`config.mk`:
```
export PLATFORM = sky130hd
export DESIGN_NAME = period_match_timer
export DESIGN_NICKNAME = d
export VERILOG_FILES = /design/src/logic/pm_timer_pkg.sv /design/src/logic/pm_prescaler.sv /design/src/logic/period_match_timer.sv
export SDC_FILE = /design/constraint.sdc
export NUM_CORES = 1
export LEC_CHECK = 0
export ABC_AREA = 1
export ABC_CLOCK_PERIOD_IN_PS = 5700
export BUFFER_PORTS_ARGS = -buffer_cell sky130_fd_sc_hd__buf_4
export CORE_MARGIN = 2
export CORE_UTILIZATION = 40
export CTS_BUF_LIST = sky130_fd_sc_hd__clkbuf_4 sky130_fd_sc_hd__clkbuf_8
export DETAILED_ROUTE_END_ITERATION = 6
export GPL_TIMING_DRIVEN = 0
export HOLD_SLACK_MARGIN = 0.15
export PLACE_DENSITY = 0.61
export SYNTH_ARGS = -nofsm -noshare
export SYNTH_HDL_FRONTEND = slang
export SYNTH_HIERARCHICAL = 1
export SYNTH_SLANG_ARGS = --single-unit
```
`constraint.sdc`:
```
create_clock -name sys_clk_in -period 5.7 [get_ports sys_clk_in]
set_clock_uncertainty 0.2 [all_clocks]
set_input_delay 0.57 -clock sys_clk_in [delete_from_list [all_inputs] [get_ports sys_clk_in]]
set_output_delay 0.57 -clock sys_clk_in [all_outputs]
set_load 0.01 [all_outputs]
```
`src/logic/pm_timer_pkg.sv`:
```
// Package: register map, field layout, reset values and timing constants of the timer
package pm_timer_pkg;
  localparam logic [2:0] OFS_CONTROL = 3'h0;
  localparam logic [2:0] OFS_PERIOD = 3'h1;
  localparam logic [2:0] OFS_COUNT = 3'h2;
  localparam logic [2:0] OFS_IRQ_STATUS = 3'h3;
  localparam logic [2:0] OFS_IRQ_MASK = 3'h4;
  localparam int CTRL_POST_LSB = 3;
  localparam int CTRL_POST_MSB = 6;
  localparam int CTRL_RUN_BIT = 2;
  localparam int CTRL_PRE_LSB = 0;
  localparam int CTRL_PRE_MSB = 1;
  localparam logic [7:0] CTRL_WRITE_MASK = 8'h7F;
  localparam logic [7:0] RST_CONTROL = 8'h00;
  localparam logic [7:0] RST_PERIOD = 8'hFF;
  localparam logic [7:0] RST_COUNT = 8'h00;
  localparam logic [1:0] PRE_DIV1 = 2'h0;
  localparam logic [1:0] PRE_DIV4 = 2'h1;
  localparam logic [1:0] PRE_DIV16 = 2'h2;
  localparam logic [1:0] PRE_DIV64 = 2'h3;
  localparam logic [5:0] PRE_TOP1 = 6'h00;
  localparam logic [5:0] PRE_TOP4 = 6'h03;
  localparam logic [5:0] PRE_TOP16 = 6'h0F;
  localparam logic [5:0] PRE_TOP64 = 6'h3F;
  localparam int IRQ_MATCH_BIT = 0;
  localparam real CLK_PERIOD_NS = 10.0;
endpackage

```
`src/logic/pm_prescaler.sv`:
```
// Module: clock prescaler that produces a one-cycle advance enable
`timescale 1ns/10ps
module pm_prescaler (
  // Clock and reset
  input wire logic sys_clk_in,
  input wire logic arst_n_in,
  // Control
  input wire logic enable_in,
  input wire logic clear_in,
  input wire logic [1:0] select_in,
  // Enable pulse
  output logic tick_out
);
  logic [5:0] pre_cnt_r;
  logic [5:0] pre_cnt_nxt;
  logic [5:0] top;
  logic at_top;

  assign top = (select_in == pm_timer_pkg::PRE_DIV64) ? pm_timer_pkg::PRE_TOP64 :
               (select_in == pm_timer_pkg::PRE_DIV16) ? pm_timer_pkg::PRE_TOP16 :
               (select_in == pm_timer_pkg::PRE_DIV4) ? pm_timer_pkg::PRE_TOP4 :
               pm_timer_pkg::PRE_TOP1;
  assign at_top = (pre_cnt_r >= top);
  assign tick_out = enable_in && !clear_in && at_top;
  assign pre_cnt_nxt = (clear_in || at_top) ? 6'h00 : 6'(pre_cnt_r + 6'h01);

  always_ff @(posedge sys_clk_in or negedge arst_n_in) begin
    if (!arst_n_in) begin
      pre_cnt_r <= 6'h00;
    end else if (clear_in || enable_in) begin
      pre_cnt_r <= pre_cnt_nxt;
    end
  end
endmodule // pm_prescaler

```
`src/logic/period_match_timer.sv`:
```
// Module: 8-bit period-match timer with prescaler, postscaler and interrupt
//
// The strobed register port and the register addresses were decided locally.
`timescale 1ns/10ps

////////////////////////////////////////////////////////////////////////////////
// Notes on behaviour
// - Nothing advances while sleep is asserted.
// - Count and period hold through sleep.
// - Control bit seven always reads zero.
// - Bits six to three pick postscale n+1.
// - Bit two runs or stops timer.
// - Prescale codes divide by 1, 4, 16, 64.
// - Own readable, writable count and period registers.
// - Match resets count next cycle, pulses output.
// - Postscaler sets flag; enable gates request.
// - Count/control writes, reset clear both scalers.
// - Reset clears count, period becomes all ones.
module period_match_timer (
  // Clock and reset
  input wire logic sys_clk_in,
  input wire logic arst_n_in,
  // Processor state
  input wire logic sleep_in,
  // Register port
  input wire logic [2:0] reg_addr_in,
  input wire logic [7:0] reg_wdata_in,
  input wire logic reg_wr_in,
  input wire logic reg_rd_in,
  output logic [7:0] reg_rdata_out,
  // Timer outputs
  output logic match_out,
  output logic irq_out
);
  logic [7:0] control_r;
  logic [7:0] period_r;
  logic [7:0] count_r;
  logic [7:0] count_nxt;
  logic [3:0] post_cnt_r;
  logic [3:0] post_cnt_nxt;
  logic irq_status_r;
  logic irq_mask_r;
  logic match_r;
  logic irq_r;
  logic [7:0] rdata_r;
  logic [7:0] rdata_nxt;
  logic wr_control;
  logic wr_period;
  logic wr_count;
  logic wr_status;
  logic wr_mask;
  logic scaler_clear;
  logic running;
  logic tick;
  logic is_match;
  logic post_done;
  logic irq_set;
  logic irq_clr;
  logic [3:0] post_sel;

  //////////////////////////////////////////////////////////////////////////////
  // Register decode
  assign wr_control = reg_wr_in && (reg_addr_in == pm_timer_pkg::OFS_CONTROL);
  assign wr_period = reg_wr_in && (reg_addr_in == pm_timer_pkg::OFS_PERIOD);
  assign wr_count = reg_wr_in && (reg_addr_in == pm_timer_pkg::OFS_COUNT);
  assign wr_status = reg_wr_in && (reg_addr_in == pm_timer_pkg::OFS_IRQ_STATUS);
  assign wr_mask = reg_wr_in && (reg_addr_in == pm_timer_pkg::OFS_IRQ_MASK);
  assign scaler_clear = wr_count || wr_control;
  assign running = control_r[pm_timer_pkg::CTRL_RUN_BIT] && !sleep_in;
  assign post_sel = control_r[pm_timer_pkg::CTRL_POST_MSB:pm_timer_pkg::CTRL_POST_LSB];

  always_ff @(posedge sys_clk_in or negedge arst_n_in) begin
    if (!arst_n_in) begin
      control_r <= pm_timer_pkg::RST_CONTROL;
    end else if (wr_control) begin
      control_r <= reg_wdata_in & pm_timer_pkg::CTRL_WRITE_MASK;
    end
  end

  always_ff @(posedge sys_clk_in or negedge arst_n_in) begin
    if (!arst_n_in) begin
      period_r <= pm_timer_pkg::RST_PERIOD;
    end else if (wr_period) begin
      period_r <= reg_wdata_in;
    end
  end

  //////////////////////////////////////////////////////////////////////////////
  // Prescaler
  pm_prescaler i_pm_prescaler (
    .sys_clk_in(sys_clk_in),
    .arst_n_in(arst_n_in),
    .enable_in(running),
    .clear_in(scaler_clear),
    .select_in(control_r[pm_timer_pkg::CTRL_PRE_MSB:pm_timer_pkg::CTRL_PRE_LSB]),
    .tick_out(tick)
  );

  //////////////////////////////////////////////////////////////////////////////
  // Counter and comparator
  // Compare is against the live period, so a period write below count lets it wrap through FFh
  assign is_match = tick && (count_r == period_r);
  assign count_nxt = wr_count ? reg_wdata_in :
                     is_match ? pm_timer_pkg::RST_COUNT :
                     tick ? 8'(count_r + 8'h01) : count_r;

  always_ff @(posedge sys_clk_in or negedge arst_n_in) begin
    if (!arst_n_in) begin
      count_r <= pm_timer_pkg::RST_COUNT;
    end else begin
      count_r <= count_nxt;
    end
  end

  always_ff @(posedge sys_clk_in or negedge arst_n_in) begin
    if (!arst_n_in) begin
      match_r <= 1'b0;
    end else begin
      match_r <= is_match;
    end
  end

  //////////////////////////////////////////////////////////////////////////////
  // Postscaler and interrupt
  assign post_done = is_match && (post_cnt_r >= post_sel);
  assign post_cnt_nxt = scaler_clear ? 4'h0 :
                        post_done ? 4'h0 :
                        is_match ? 4'(post_cnt_r + 4'h1) : post_cnt_r;
  assign irq_set = post_done && !scaler_clear;
  // Set wins over a write-one clear in the same cycle
  assign irq_clr = wr_status && reg_wdata_in[pm_timer_pkg::IRQ_MATCH_BIT];

  always_ff @(posedge sys_clk_in or negedge arst_n_in) begin
    if (!arst_n_in) begin
      post_cnt_r <= 4'h0;
    end else begin
      post_cnt_r <= post_cnt_nxt;
    end
  end

  always_ff @(posedge sys_clk_in or negedge arst_n_in) begin
    if (!arst_n_in) begin
      irq_status_r <= 1'b0;
    end else if (irq_set) begin
      irq_status_r <= 1'b1;
    end else if (irq_clr) begin
      irq_status_r <= 1'b0;
    end
  end

  always_ff @(posedge sys_clk_in or negedge arst_n_in) begin
    if (!arst_n_in) begin
      irq_mask_r <= 1'b0;
    end else if (wr_mask) begin
      irq_mask_r <= reg_wdata_in[pm_timer_pkg::IRQ_MATCH_BIT];
    end
  end

  always_ff @(posedge sys_clk_in or negedge arst_n_in) begin
    if (!arst_n_in) begin
      irq_r <= 1'b0;
    end else begin
      irq_r <= (irq_status_r || irq_set) && irq_mask_r;
    end
  end

  //////////////////////////////////////////////////////////////////////////////
  // Read port
  assign rdata_nxt = (reg_addr_in == pm_timer_pkg::OFS_CONTROL) ? {1'b0, control_r[6:0]} :
                     (reg_addr_in == pm_timer_pkg::OFS_PERIOD) ? period_r :
                     (reg_addr_in == pm_timer_pkg::OFS_COUNT) ? count_r :
                     (reg_addr_in == pm_timer_pkg::OFS_IRQ_STATUS) ? {7'h00, irq_status_r} :
                     (reg_addr_in == pm_timer_pkg::OFS_IRQ_MASK) ? {7'h00, irq_mask_r} :
                     8'h00;

  always_ff @(posedge sys_clk_in or negedge arst_n_in) begin
    if (!arst_n_in) begin
      rdata_r <= 8'h00;
    end else if (reg_rd_in) begin
      rdata_r <= rdata_nxt;
    end else begin
      rdata_r <= 8'h00;
    end
  end

  assign reg_rdata_out = rdata_r;
  assign match_out = match_r;
  assign irq_out = irq_r;
endmodule // period_match_timer

```
==> flow_summary.ini, run 1 <==
[worst_setup_path]
slowest_delay_ns = 0.56
crit_path_max_fanout = 10
crit_path_frequent_cell = nand2_1
cp_data_required_time_ns = 5.70
critPathKind = reg2reg
arrival_ns = 2.99
slowest_stage = a21oi_1
crit_path_end_kind = flip-flop
crit_family = simple AND/OR/NAND/NOR gates
start_kind = flip-flop
path_cells = nor2_1 -> inv_1 -> ha_1 -> inv_1 -> nand2_1 -> nand2_1 -> nand2_1 -> nand2_1 -> a21oi_1 -> inv_2 -> a21oi_2 -> nand3_1 -> nor2_2 -> nand2_1 -> buf_6 -> nand4_1 -> nand2_1
cp_num_buf_inv = 4

[detailed_routing]
ant_nets = 0
routed_wl_um = 6220
dr.pass1.iters = 4
initialDrtViolationCount = 127
via_count = 2369
routedWlPerCell_um = 13.2
drc = 0
vias_per_cell = 5.03

[grt]
gr-usage-all-layers_pct = 17.6
grt_first_pass_wirelength_um = 10400
gr-total-overflow = 0
grt_max_degree = 46
grt_antenna_before_repair = 0
grt_pass1_vias = 2191

[die]
start_util_pct = 40.9
die_w_um = 86.9
num_rows = 30
io_pins = 26
die_y_um = 86.9
core_um2 = 6720
die-area_um2 = 7560

[sta]
max_freq_ghz = 0.334
min_period_over_period_pct = 52.5
drv_slew = 0
setup-tns-final_ns = 0
rsz0062_at_grt = no
setup_viol = 0
relSlewSlack_pct = 53.4
finalHoldViolations = 0
layout_min_cycle_time_ns = 2.99
worst_pin_slew_ns = 0.699

[clock_tree]
cts_buffers = 5
clock_tree.root_cell = clkbuf_8
cts_tree = yes
cts.clk_slew.worst_paths_ns = 0.09
cts_max_level = 2
clk_latency_ns = 0.30
post_cts_resized = 0
hold_buffers = 1
numClockSinks = 45
post-cts-setup-buffers = 0
cts_buffer_depth = 2

[yosys]
synthCells = 358
yosysWarnings = 6
yosysSeqAreaShare_pct = 41.3
synthesis.nets = 387
synthDistinctLibCells = 31
syn-mean-instance-area_um2 = 7.69
syn_area_um2 = 2750
synth-seq-cells = 45

[cells_and_area]
ff_latch_area_um2 = 1140
insertedDiodeCount = 0
area_delta_synth_final_pct = 14.9
fillers = 656
multiInputGateArea_um2 = 1320
drive_above_1_share_pct = 19.9
layout.cells.non_filler = 471
final_util_pct = 47.1
final_common_cell = nand2_1
finalInstanceArea_um2 = 3160
mostFrequentLayoutCells = nand2_1, inv_1, dfrtp_1
nets = 419

[pwr]
ir_drop_uv = 156
power_uw = 1080
powerDensity_nw_per_um2 = 342
cellLeakagePower_uw = 0.00164

[job]
drv_cap = 0

[place]
dp_hpwl_um = 4730
place_congestion = 0.867
dp.cells = 462
post_dp_cell_area_um2 = 3030
port_buffers = 24

[status]
status = finished clean

[min_path]
hp-class = reg2reg
==> Yosys cell counts (all sizes together) <==
cell | n | area, um^2
nor2 | 27 | 149
nor3 | 1 | 5.00
o21ai | 29 | 153
buf | 5 | 37.5
xnor2 | 2 | 17.5
o221ai | 1 | 8.76
dfstp | 8 | 210
ha | 13 | 163
o21bai | 2 | 15.0
xor2 | 5 | 43.8
o311ai | 1 | 8.76
nand3b | 1 | 7.51
a21oi | 17 | 92.6
a31oi | 1 | 6.26
o22ai | 9 | 56.3
nand2 | 97 | 397
dfrtp | 37 | 926
inv | 67 | 254
nand4 | 9 | 56.3
nand3 | 26 | 145
==> sequential cells by signal, indices dropped and copies added (netlist names) <==
name	count
control_r	7
count_r	8
i_pm_prescaler/pre_cnt_r	6
irq_mask_r	1
irq_out	1
irq_status_r	1
match_out	1
period_r	8
post_cnt_r	4
reg_rdata_out	8
==> stage by stage <==
step	worst slack (ns)	hold slack, ns
5_1_grt	2.38	0.295
4_1_cts	2.69	0.286
6_report	2.71	0.288
3_3_place_gp	2.59	0.267
3_5_place_dp	2.57	0.272
2_1_floorplan	3.23	0.0744
==> power by group <==
part	internal, uW	total (uW)	switching [uW]
clock	143	258	116
sequential	391	467	75.7
combinational	137	357	220
==> tightest hold or removal path, cell delays in order, from the launching register on <==
cell     delay (ns)
dfstp_2        0.38
nand2_1        0.05
o21ai_1        0.06
==> layout make-up <==
| cell class | count | area share [%] |
|---|---|---|
| buffer | 5 | 1.19 |
| clock buffer | 6 | 2.61 |
| clock inverter | 2 | 1.19 |
| inverter | 67 | 8.03 |
| multi-input combinational | 241 | 41.9 |
| sequential | 45 | 35.9 |
| tap | 80 | 3.17 |
| timing repair buffer | 25 | 6.02 |
==> cell families after synthesis <==
| logic type | Yosys count | synth area share, % |
|---|---|---|
| XOR/XNOR | 7 | 2.23 |
| buffers and inverters | 72 | 10.6 |
| flip-flops | 45 | 41.3 |
| AND/OR/NAND/NOR | 161 | 27.6 |
| AO/OA/AOI/OAI | 60 | 12.4 |
| adder cells (fa/ha/maj) | 13 | 5.91 |
==> worst paths after layout <==
| kind | start | end | slack [ns] | cells past startpoint |
|---|---|---|---|---|
| worst max-delay path | control_r[1] | count_r[6] | 2.71 | 17 |
| worst min-delay path | period_r[1] | period_r[1] | 0.29 | 2 |
| worst max register to register | control_r[1] | count_r[6] | 2.71 | 17 |
| worst min register to register | period_r[1] | period_r[1] | 0.29 | 2 |
| max in group asynchronous | arst_n_in | period_r[7] | 4.31 | 2 |
| min in group asynchronous | arst_n_in | i_pm_prescaler/pre_cnt_r[3] | 0.60 | 2 |
==> per-layer routing <==
metal  global-route usage, %  vias up  share of wire [%]
li1                        -     1212                  -
met1                    24.0     1089                 47
met2                    28.5       53                 46
met3                    3.41       15                4.6
met4                    5.40        0                2.2
met5                       0        -                  0
Note: power is estimated with default switching activity, not from simulation.
==> run 2, diff against run 1 <==
ABC_AREA = 0   (was 1)
ABC_CLOCK_PERIOD_IN_PS = 2500   (was 5700)
PLACE_DENSITY = 0.63   (was 0.61)
clock period = 2.5 ns   (was 5.7 ns; I/O delays follow)
==> run 2 against run 1 <==
Compared with the run above:
- the flow now finishes with violations (setup timing)
- clock power rose to 2.6 times the previous value
- sequential share of layout area down 2.7 points
- via count down 15%
- sequential cell count is the same
- worst hold slack worse by 0.13 ns
- sequential power grew 120%
- register-to-register slack worse by 2.9 ns
- critical endpoint is now post_cnt_r[0]
- highest routed layer unchanged
==> flow_summary.ini, run 2 <==
[grt]
gr-usage-all-layers_pct = 18.2
grt_antenna_before_repair = 0
grt_first_pass_wirelength_um = 10300
gr-total-overflow = 0
grt_pass1_vias = 2100
grt_max_degree = 46

[yosys]
syn_area_um2 = 2530
synthDistinctLibCells = 45
synth_area_leaders = dfrtp_1, dfstp_2, mux2_2
synth-simple-area-share_pct = 15.6
synth_fa_ha_area_share_pct = 6.43
synth_xor_xnor_area_share_pct = 6.57
synth-seq-cells = 45
synth_top_cells_by_count = dfrtp_1, nand2_1, nor2_1, mux2_2, ha_1
syn-mean-instance-area_um2 = 10.3
synthCells = 246
synth_top_area_share_pct = 36.6
yosysWarnings = 6
synth_flop_cell = dfrtp_1
ys_async_sr_fraction_pct = 100
yosys.area.top_type = dfrtp_1
synth_compound_area_share_pct = 12.3
synth_mux_area_share_pct = 9.44
yosysSeqAreaShare_pct = 44.9
synth_edf_count = 0
yosysMostFrequentCell = dfrtp_1
synth_top_family_by_area = simple AND/OR/NAND/NOR gates
synthesis.nets = 275

[cells_and_area]
drive_above_1_share_pct = 35.9
multiInputGateArea_um2 = 1430
final_util_pct = 56.8
final_common_cell = buf_4
fillers = 531
finalInstanceArea_um2 = 3420
ff_latch_area_um2 = 1140
mostFrequentLayoutCells = buf_4, dfrtp_1, nand2_1
insertedDiodeCount = 0
area_delta_synth_final_pct = 35.2
nets = 340

[detailed_routing]
routed_wl_um = 6110
dr.pass1.iters = 4
routedWlPerCell_um = 15.8
drc = 0
vias_per_cell = 5.22
initialDrtViolationCount = 122
ant_nets = 0
via_count = 2019

[die]
die_y_um = 83.6
io_pins = 26
die_w_um = 83.6
die-area_um2 = 6980
core_um2 = 6030
start_util_pct = 42.0
num_rows = 28

[clock_tree]
cts_tree = yes
numClockSinks = 45
clk_latency_ns = 0.30
clock_tree.root_cell = clkbuf_8
cts_max_level = 2
cts_buffer_depth = 2
cts_buffers = 5
cts.clk_slew.worst_paths_ns = 0.09

[sta]
layout_setup_ws_ns = -0.183
drv_slew = 0
whs_ns = 0.154
max_freq_ghz = 0.373
finalHoldViolations = 0
worst_pin_slew_ns = 0.753
rsz0062_at_grt = yes
layout_min_cycle_time_ns = 2.68
min_period_over_period_pct = 107
setup_viol = 14
relSlewSlack_pct = 49.5

[worst_setup_path]
critPathKind = reg2reg
cp_data_required_time_ns = 2.51
r2r_cells = 13
crit_path_end_kind = flip-flop
start_kind = flip-flop
crit_start = control_r[1]
arrival_ns = 2.70
r2r_start = control_r[1]
crit_path_max_fanout = 7

[place]
port_buffers = 24
post_dp_cell_area_um2 = 2820
dp_hpwl_um = 3760
place_congestion = 0.836

[min_path]
hp-start = reg_addr_in[0]
min_delay_path_depth = 3
hp-class = in2reg

[pwr]
powerDensity_nw_per_um2 = 754
cellLeakagePower_uw = 0.00152
ir_drop_uv = 449
power_uw = 2580

[status]
status = finished, violations left
failed_checks = setup timing

[job]
drv_cap = 0
## run 2: cell count changes in the layout (fill, tap and decap cells not counted), moves of 6 or more
cell / before / now
nand2_1: 90 / 22
inv_1: 55 / 11
nand3_1: 23 / 2
buf_4: 24 / 42
o21ai_1: 23 / 5
mux2_2: 0 / 15
dlygate4sd3_1: 1 / 13
inv_2: 11 / 1
xnor2_1: 2 / 12
o22ai_1: 9 / 1
mux2i_1: 0 / 7
nor2_4: 6 / 0
## run 2: path summary, 6_finish.rpt
check                              endpoint  slack [ns]
setup / recovery              post_cnt_r[0]       -0.18
hold / removal                   irq_mask_r        0.15
setup reg to reg              post_cnt_r[0]       -0.18
hold reg to reg                control_r[3]        0.35
max in group asynchronous     post_cnt_r[0]        1.42
min in group asynchronous  reg_rdata_out[1]        0.28
## run 2: cell type report
cell class / count / area share, %
tap: 75 / 2.74
timing repair buffer: 58 / 14.5
clock inverter: 3 / 1.90
buffer: 11 / 2.56
inverter: 12 / 1.32
multi-input combinational: 178 / 41.8
sequential: 45 / 33.2
clock buffer: 5 / 2.01
## run 2: report_power, final
group	total, uW	internal, uW	switching [uW]
Clock	661	397	264
Sequential	1030	881	153
Combinational	884	478	406
## run 2: worst max-delay path, stage by stage (launching register included)
cell,delay [ns]
dfrtp_1,0.43
nand2_2,0.12
ha_4,0.29
nand2_1,0.07
or3_1,0.40
o221ai_4,0.10
nor2b_4,0.18
buf_6,0.12
nand2_4,0.05
nor3_4,0.14
buf_6,0.17
buf_8,0.12
nand4_1,0.11
o31ai_2,0.08
## run 2: logic make-up after synthesis
group	count (synthesis)
mux	22
compound gates	46
flops	45
xor+xnor	19
simple gates	78
fa+ha+maj	13
buf+inv	23
## run 2: through the flow
step	setup TNS (ns)	worst slack [ns]	instances
after floorplan	-0.0393	-0.0253	246
after global placement	-5.19	-0.441	345
final	-1.92	-0.183	387
after global routing	-4.24	-0.347	387
after CTS	-1.73	-0.173	385
after detailed placement	-5.74	-0.476	345
## run 2: per-layer routing
layer  vias to the layer above  track usage [%]  wire length (um)
met2                        41             32.2              3110
met3                         5             3.17               217
met1                       979             23.0              2740
li1                        994                -                 -
met4                         0             4.69                44
met5                         -                0                 0
## run 2: what timing repair did
action,4_1_cts,5_1_grt
hold buffers,13,0
endpoints found under the setup margin,15,16
cloned,1,0
endpoints found under the hold margin,77,0
resized for setup,17,15
buffers inserted,18,5
pin swaps,9,13
